## config.mk

```make
export PLATFORM = sky130hd
export DESIGN_NAME = sbd_decoder
export DESIGN_NICKNAME = d
export VERILOG_FILES = /design/src/sbd_pkg.sv /design/src/sbd_decoder.sv
export VERILOG_INCLUDE_DIRS = /design/src
export SDC_FILE = /design/constraint.sdc
export NUM_CORES = 1
export LEC_CHECK = 0
export BUFFER_PORTS_ARGS = -buffer_cell sky130_fd_sc_hd__buf_2
export CORE_MARGIN = 4
export CORE_UTILIZATION = 60
export CTS_BUF_LIST = sky130_fd_sc_hd__clkbuf_2
export DETAILED_ROUTE_END_ITERATION = 10
export GPL_TIMING_DRIVEN = 0
export HOLD_SLACK_MARGIN = 0.08
export PLACE_DENSITY_LB_ADDON = 0.12
export SLEW_MARGIN = 40
export SYNTH_ARGS = -nofsm -noshare
export SYNTH_HDL_FRONTEND = slang
export SYNTH_SLANG_ARGS = --single-unit
```

## constraint.sdc

```tcl
create_clock -name i_clk -period 2.6 [get_ports i_clk]
set_input_delay 0 -clock i_clk [delete_from_list [all_inputs] [get_ports i_clk]]
set_output_delay 0 -clock i_clk [all_outputs]
set_load 0.005 [all_outputs]
```

## src/sbd_map.svh

```systemverilog
// Constant definitions for the stepper bridge input decoder.
`ifndef SBD_MAP_SVH
`define SBD_MAP_SVH
`define SBD_FADE_NS 2000
`define SBD_CLK_NS 10
`define SBD_FADE_CYC ((`SBD_FADE_NS + `SBD_CLK_NS - 1) / `SBD_CLK_NS)
`define SBD_CNT_W 8
`define SBD_PWM_W 4
`define SBD_PWM_MAX 4'hF
`endif

```

## src/sbd_pkg.sv

```systemverilog
// Types shared by the stepper bridge input decoder.
package sbd_pkg;
  typedef struct packed {
    logic fwd;
    logic rev;
  } sbd_pair_t;
  typedef struct packed {
    logic pos;
    logic neg;
  } sbd_drive_t;
  typedef enum logic [2:0] {
    SBD_IDLE = 3'h1,
    SBD_FWD = 3'h2,
    SBD_REV = 3'h4
  } sbd_lock_t;
  typedef enum logic [2:0] {
    SBD_OFF = 3'h1,
    SBD_RUN = 3'h2,
    SBD_FADE = 3'h4
  } sbd_soft_t;
endpackage

```

## src/sbd_decoder.sv

```systemverilog
// Stepper bridge input decoder with interlocked four-input mode and phase mode.
// Overview of operation
// - Four-input mode: each input pair sets its bridge; both low means off.
// - Pair forward high first, reverse later: keep driving positive-high.
// - Pair reverse high first, forward later: keep driving negative-high.
// - Second pair has its own first-arrival interlock, independent of first.
// - Phase mode: enable low turns all off; phases select the bridge polarity.
// - With soft-off fitted, outputs fade off gradually on entering standby.
`include "sbd_map.svh"
module sbd_decoder
  import sbd_pkg::*;
(
  input wire logic i_clk,
  input wire logic i_rst,
  input wire logic i_phase_mode,
  input wire logic i_soft_off_fitted,
  input wire logic i_pair_a_forward_in,
  input wire logic i_pair_a_reverse_in,
  input wire logic i_pair_b_forward_in,
  input wire logic i_pair_b_reverse_in,
  input wire logic i_drive_enable_in,
  output logic [3:0] o_bridge_out,
  output logic [3:0] o_bridge_oe
);
  logic [1:0][1:0] sync1_reg, sync2_reg;
  logic en1_reg, en2_reg;
  sbd_lock_t [1:0] lock_reg, lock_next;
  sbd_soft_t soft_reg, soft_next;
  logic [`SBD_CNT_W-1:0] cnt_reg, cnt_next;
  logic [`SBD_PWM_W-1:0] pwm_reg, pwm_next;
  logic [3:0] lvl, oe, last_reg, last_next, out_reg, out_next, oe_reg, oe_next;
  sbd_pair_t [1:0] pin;
  always_ff @(posedge i_clk) begin
    // Pins come from outside the clock domain, so two stages before use.
    sync1_reg <= {{i_pair_b_forward_in, i_pair_b_reverse_in},
                  {i_pair_a_forward_in, i_pair_a_reverse_in}};
    sync2_reg <= sync1_reg;
    en1_reg <= i_drive_enable_in;
    en2_reg <= en1_reg;
  end
  assign pin = sync2_reg;
  always_comb begin
    for (int p = 0; p < 2; p++) begin
      // Whichever input rose first owns the pair while both are high.
      case (lock_reg[p])
        SBD_IDLE: lock_next[p] = pin[p].fwd ? SBD_FWD : (pin[p].rev ? SBD_REV : SBD_IDLE);
        SBD_FWD: lock_next[p] = pin[p].fwd ? SBD_FWD : (pin[p].rev ? SBD_REV : SBD_IDLE);
        SBD_REV: lock_next[p] = pin[p].rev ? SBD_REV : (pin[p].fwd ? SBD_FWD : SBD_IDLE);
        default: lock_next[p] = SBD_IDLE;
      endcase
    end
  end
  always_comb begin
    lvl = 4'h0;
    oe = 4'h0;
    if (i_phase_mode) begin
      if (en2_reg) begin
        oe = 4'hF;
        lvl[3:2] = pin[0].fwd ? 2'h1 : 2'h2;
        lvl[1:0] = pin[0].rev ? 2'h1 : 2'h2;
      end
    end else begin
      for (int p = 0; p < 2; p++) begin
        if (lock_next[p] == SBD_FWD) begin
          oe[3-2*p -: 2] = 2'h3;
          lvl[3-2*p -: 2] = 2'h2;
        end else if (lock_next[p] == SBD_REV) begin
          oe[3-2*p -: 2] = 2'h3;
          lvl[3-2*p -: 2] = 2'h1;
        end
      end
    end
  end
  always_comb begin
    soft_next = soft_reg;
    cnt_next = cnt_reg;
    pwm_next = pwm_reg + 4'h1;
    last_next = last_reg;
    out_next = lvl;
    oe_next = oe;
    case (soft_reg)
      SBD_OFF: if (i_phase_mode && en2_reg) soft_next = SBD_RUN;
      SBD_RUN: begin
        if (i_phase_mode && en2_reg) begin
          last_next = lvl;
        end else begin
          // Without the fitted option the drive drops at once.
          soft_next = i_soft_off_fitted ? SBD_FADE : SBD_OFF;
          cnt_next = `SBD_CNT_W'(`SBD_FADE_CYC);
          // Hold the last levels so the fade does not start with a dead cycle.
          if (i_soft_off_fitted) begin
            out_next = last_reg;
            oe_next = 4'hF;
          end
        end
      end
      SBD_FADE: begin
        // Duty shrinks with the count so the winding current tapers off.
        out_next = last_reg;
        oe_next = (pwm_reg < cnt_reg[`SBD_CNT_W-1 -: `SBD_PWM_W]) ? 4'hF : 4'h0;
        cnt_next = cnt_reg - `SBD_CNT_W'(1);
        if (i_phase_mode && en2_reg) soft_next = SBD_RUN;
        else if (cnt_reg == `SBD_CNT_W'(0)) soft_next = SBD_OFF;
        if (i_phase_mode && en2_reg) begin
          out_next = lvl;
          oe_next = oe;
        end
      end
      default: soft_next = SBD_OFF;
    endcase
    if (!i_phase_mode) soft_next = SBD_OFF;
    out_next = out_next & oe_next;
  end
  always_ff @(posedge i_clk) begin
    if (i_rst) begin
      lock_reg <= {SBD_IDLE, SBD_IDLE};
      soft_reg <= SBD_OFF;
      cnt_reg <= `SBD_CNT_W'(0);
      pwm_reg <= `SBD_PWM_W'(0);
      last_reg <= 4'h0;
      out_reg <= 4'h0;
      oe_reg <= 4'h0;
    end else begin
      lock_reg <= lock_next;
      soft_reg <= soft_next;
      cnt_reg <= cnt_next;
      pwm_reg <= pwm_next;
      last_reg <= last_next;
      out_reg <= out_next;
      oe_reg <= oe_next;
    end
  end
  assign o_bridge_out = out_reg;
  assign o_bridge_oe = oe_reg;
endmodule

```

==> summary.txt <==
Status
  – Status: complete, no violations

Logic synthesis
  – Top FF cell, synth: dfxtp_1
  – Cell count after synthesis: ~180
  – Area contributors post-synth: dfxtp_1 (46%), ha_1 (4.2%), nor2_1 (3.8%)
  – Post-synth EDFFs: 0
  – Post-Syn Area: 0.00177 mm^2
  – Seq/Total Area, Yosys: around 46%
  – Async SR Flop Fraction: 0%
  – Netlist cell types: between 50 and 60
  – Count leader, synth: dfxtp_1
  – Syn Area/Cell: about 10 um^2
  – Ys Warns: 0
  – Syn Nets: around 200
  – Post-synth top area share: 46.3%
  – Synth area leader: dfxtp_1
  – Synth cell count leaders: dfxtp_1 (41), nor2_1 (18), a21oi_1 (9), nand2_1 (8), xnor2_1 (7)
  – FF+latch count, synth: slightly above 40

Cells and area
  – Share of layout cells above drive strength 1: roughly 17%
  – Max reg flops: 8
  – Fill cells: ~230
  – Nets@finish: between 200 and 250
  – # diodes: 0
  – Synthesis-to-finish area growth: 13.1%

Drt
  – Via density: 5.89
  – Initial DRC count: between 70 and 80
  – First-pass detailed-route iteration total: 4
  – Final ANT Viol Nets: 0
  – DRC violations left: 0
  – Final WL: ~3.5 mm
  – Total number of vias: approximately 1.4k
  – Routed len/inst: approximately 15 um

Pwr
  – Clock Power Share: about 23%
  – Max VDD drop: between 0.5 and 0.6 mV
  – Combinational share of power: around 14%
  – Sw power: between 200 and 300 uW
  – Reg power frac: approximately 63%
  – Pwr dens: between 500 and 600 mW/mm^2
  – Int Pwr: about 800 uW
  – Sw Ratio: a little over a quarter
  – Leak Pwr: ~0.81 nW

Clocking
  – CTS tree: yes
  – Root Driver: clkbuf_2
  – Clock sink count: 41
  – Worst skew pair latency: roughly 390 ps
  – H-Tree Depth: 2
  – Total CTS buffers: 5
  – Setup Fix Bufs, Post-CTS: 0
  – Clock-pin slew on the worst setup and hold paths: 180 ps
  – Maximum root-to-sink buffer count: 2

Critical path
  – Worst setup EP type: flop
  – R2R depth: 5
  – Req. time, crit path: ~3000 ps
  – Worst Path Class, Setup: reg -> reg
  – Crit path launch type: flop
  – CP Max Fanout: 6
  – Worst EP arrival: approximately 2500 ps

Global route
  – Vias in the first global route: 1427
  – Largest net degree at the start of global routing: 12
  – First-pass GRT wire length: roughly 6.2 mm
  – GRT Residual Overflow: 0
  – Initial antenna violation count: 0
  – Total GRT Usage: between 10% and 20%

STA
  – Final hold violations: 0
  – Tmin final: between 2000 and 2500 ps
  – Setup_tns: 0 ps
  – Skew final: 14.2 ps
  – Fmax: between 400 and 500 MHz
  – Slew @ Worst Pin: between 500 and 600 ps
  – Min Hold Slack: roughly 170 ps
  – RSZ-0062 raised after global routing: no
  – Final Cycle Share: a little over 80%
  – Pins over their slew limit: 0
  – Setup-failing EPs final: 0
  – Slew margin rel.: 61.4%

Floorplan
  – Starting utilization of the core area: roughly 64%
  – Die area: between 0.003 and 0.004 mm^2
  – Die width: about 62 um
  – I/O pin cnt: 17
  – Core area: roughly 0.0028 mm^2
  – Rows: 19
  – Die height: just over 60 um

Hold path
  – Hold path cells: 5
  – HP Class: in -> reg

Placed design
  – I/O Buffers: 16
  – GPL Wtd Cong: 0.797
  – Final HPWL DP: between 2 and 3 mm

Run
  – Number of max-cap violations: 0
-- area by class of cell --
| type | count | area (um^2) | area share, % |
|---|---|---|---|
| multi-input cells | 125 | 866 | 43.2 |
| flip-flops and latches | 41 | 821 | 40.9 |
| repair buffers | 24 | 160 | 7.99 |
| plain buffers | 10 | 62.6 | 3.12 |
| well taps | 31 | 38.8 | 1.94 |
| clock buffers | 6 | 30.0 | 1.50 |
| inverters | 6 | 22.5 | 1.12 |
| clock inverters | 1 | 3.75 | 0.187 |
-- repair_timing --
| action | 4_1_cts | 5_1_grt |
|---|---|---|
| gates resized for setup | 0 | 0 |
| hold buffers | 8 | 0 |
| endpoints found under the hold margin | 17 | 0 |
-- layer usage --
metal / vias up / routed length [um] / global-route usage [%]
met5: - / 0 / 0
met1: 667 / 1590 / 22.9
met3: 9 / 208 / 6.67
li1: 718 / - / -
met4: 0 / 77 / 8.22
met2: 42 / 1670 / 32.8
-- cells in the final DEF (no fill, tap or decap), types with 3 or more instances in the layout --
master	instances
a211oi_1	3
a21oi_1	9
a31oi_1	5
and3_1	6
buf_2	18
clkbuf_1	4
clkbuf_2	6
dfxtp_1	41
dlygate4sd3_1	8
ha_1	6
inv_1	6
nand2_1	8
nand2b_1	4
nand3_1	3
nand4b_1	3
nor2_1	18
nor3_1	4
o21ai_0	4
o22ai_1	3
xnor2_1	7
-- path summary, 6_finish.rpt --
| check | start | slack, ps | to |
|---|---|---|---|
| max reg2reg | cnt_reg[2]$_SDFFE_PP0P_ | 450 | soft_reg[0]$_SDFFE_PP1P_ |
| min reg2reg | sync1_reg[2]$_DFF_P_ | 350 | pin[2]$_DFF_P_ |
| min | i_soft_off_fitted | 170 | soft_reg[2]$_SDFFE_PP0P_ |
| max | cnt_reg[2]$_SDFFE_PP0P_ | 450 | soft_reg[0]$_SDFFE_PP1P_ |
-- metrics by stage --
| step | setup WS [ps] | utilization [%] | cells | cell area (um^2) | total power, mW |
|---|---|---|---|---|---|
| 5_1_grt | 296 | 72.1 | 244 | 2000 | 1.16 |
| 3_3_place_gp | 886 | 68.0 | 229 | 1890 | 0.832 |
| 3_5_place_dp | 842 | 68.0 | 229 | 1890 | 0.841 |
| 2_1_floorplan | 1020 | - | 182 | 1770 | 0.796 |
| 4_1_cts | 440 | 72.1 | 244 | 2000 | 1.09 |
| 6_report | 451 | 72.1 | 244 | 2000 | 1.09 |
-- power groups by stage --
stage	clock [mW]	combinational [mW]	sequential, mW
3_3_place_gp	0	0.136	0.696
4_1_cts	0.252	0.152	0.686
3_5_place_dp	0	0.142	0.699
5_1_grt	0.293	0.171	0.692
2_1_floorplan	0	0.102	0.694
6_report	0.248	0.152	0.685
-- worst max-delay path: stages (launching register included) --
cell           delay [ps]
dfxtp_1               390
or4_4                 590
nor4b_2               340
a21oi_1               110
o21ai_1               140
dlygate4sd3_1         540
-- kinds of logic after synthesis --
logic type,after synthesis,share of synthesized area [%]
and+or+nand+nor,64,21.9
AOI/OAI and AO/OA,43,16.5
xor gates and xnor gates,9,4.45
muxes,3,1.77
DFF,41,46.3
buffers and inverters,16,4.80
adders and majority gates,6,4.24
(Power assumes the default switching activity.)
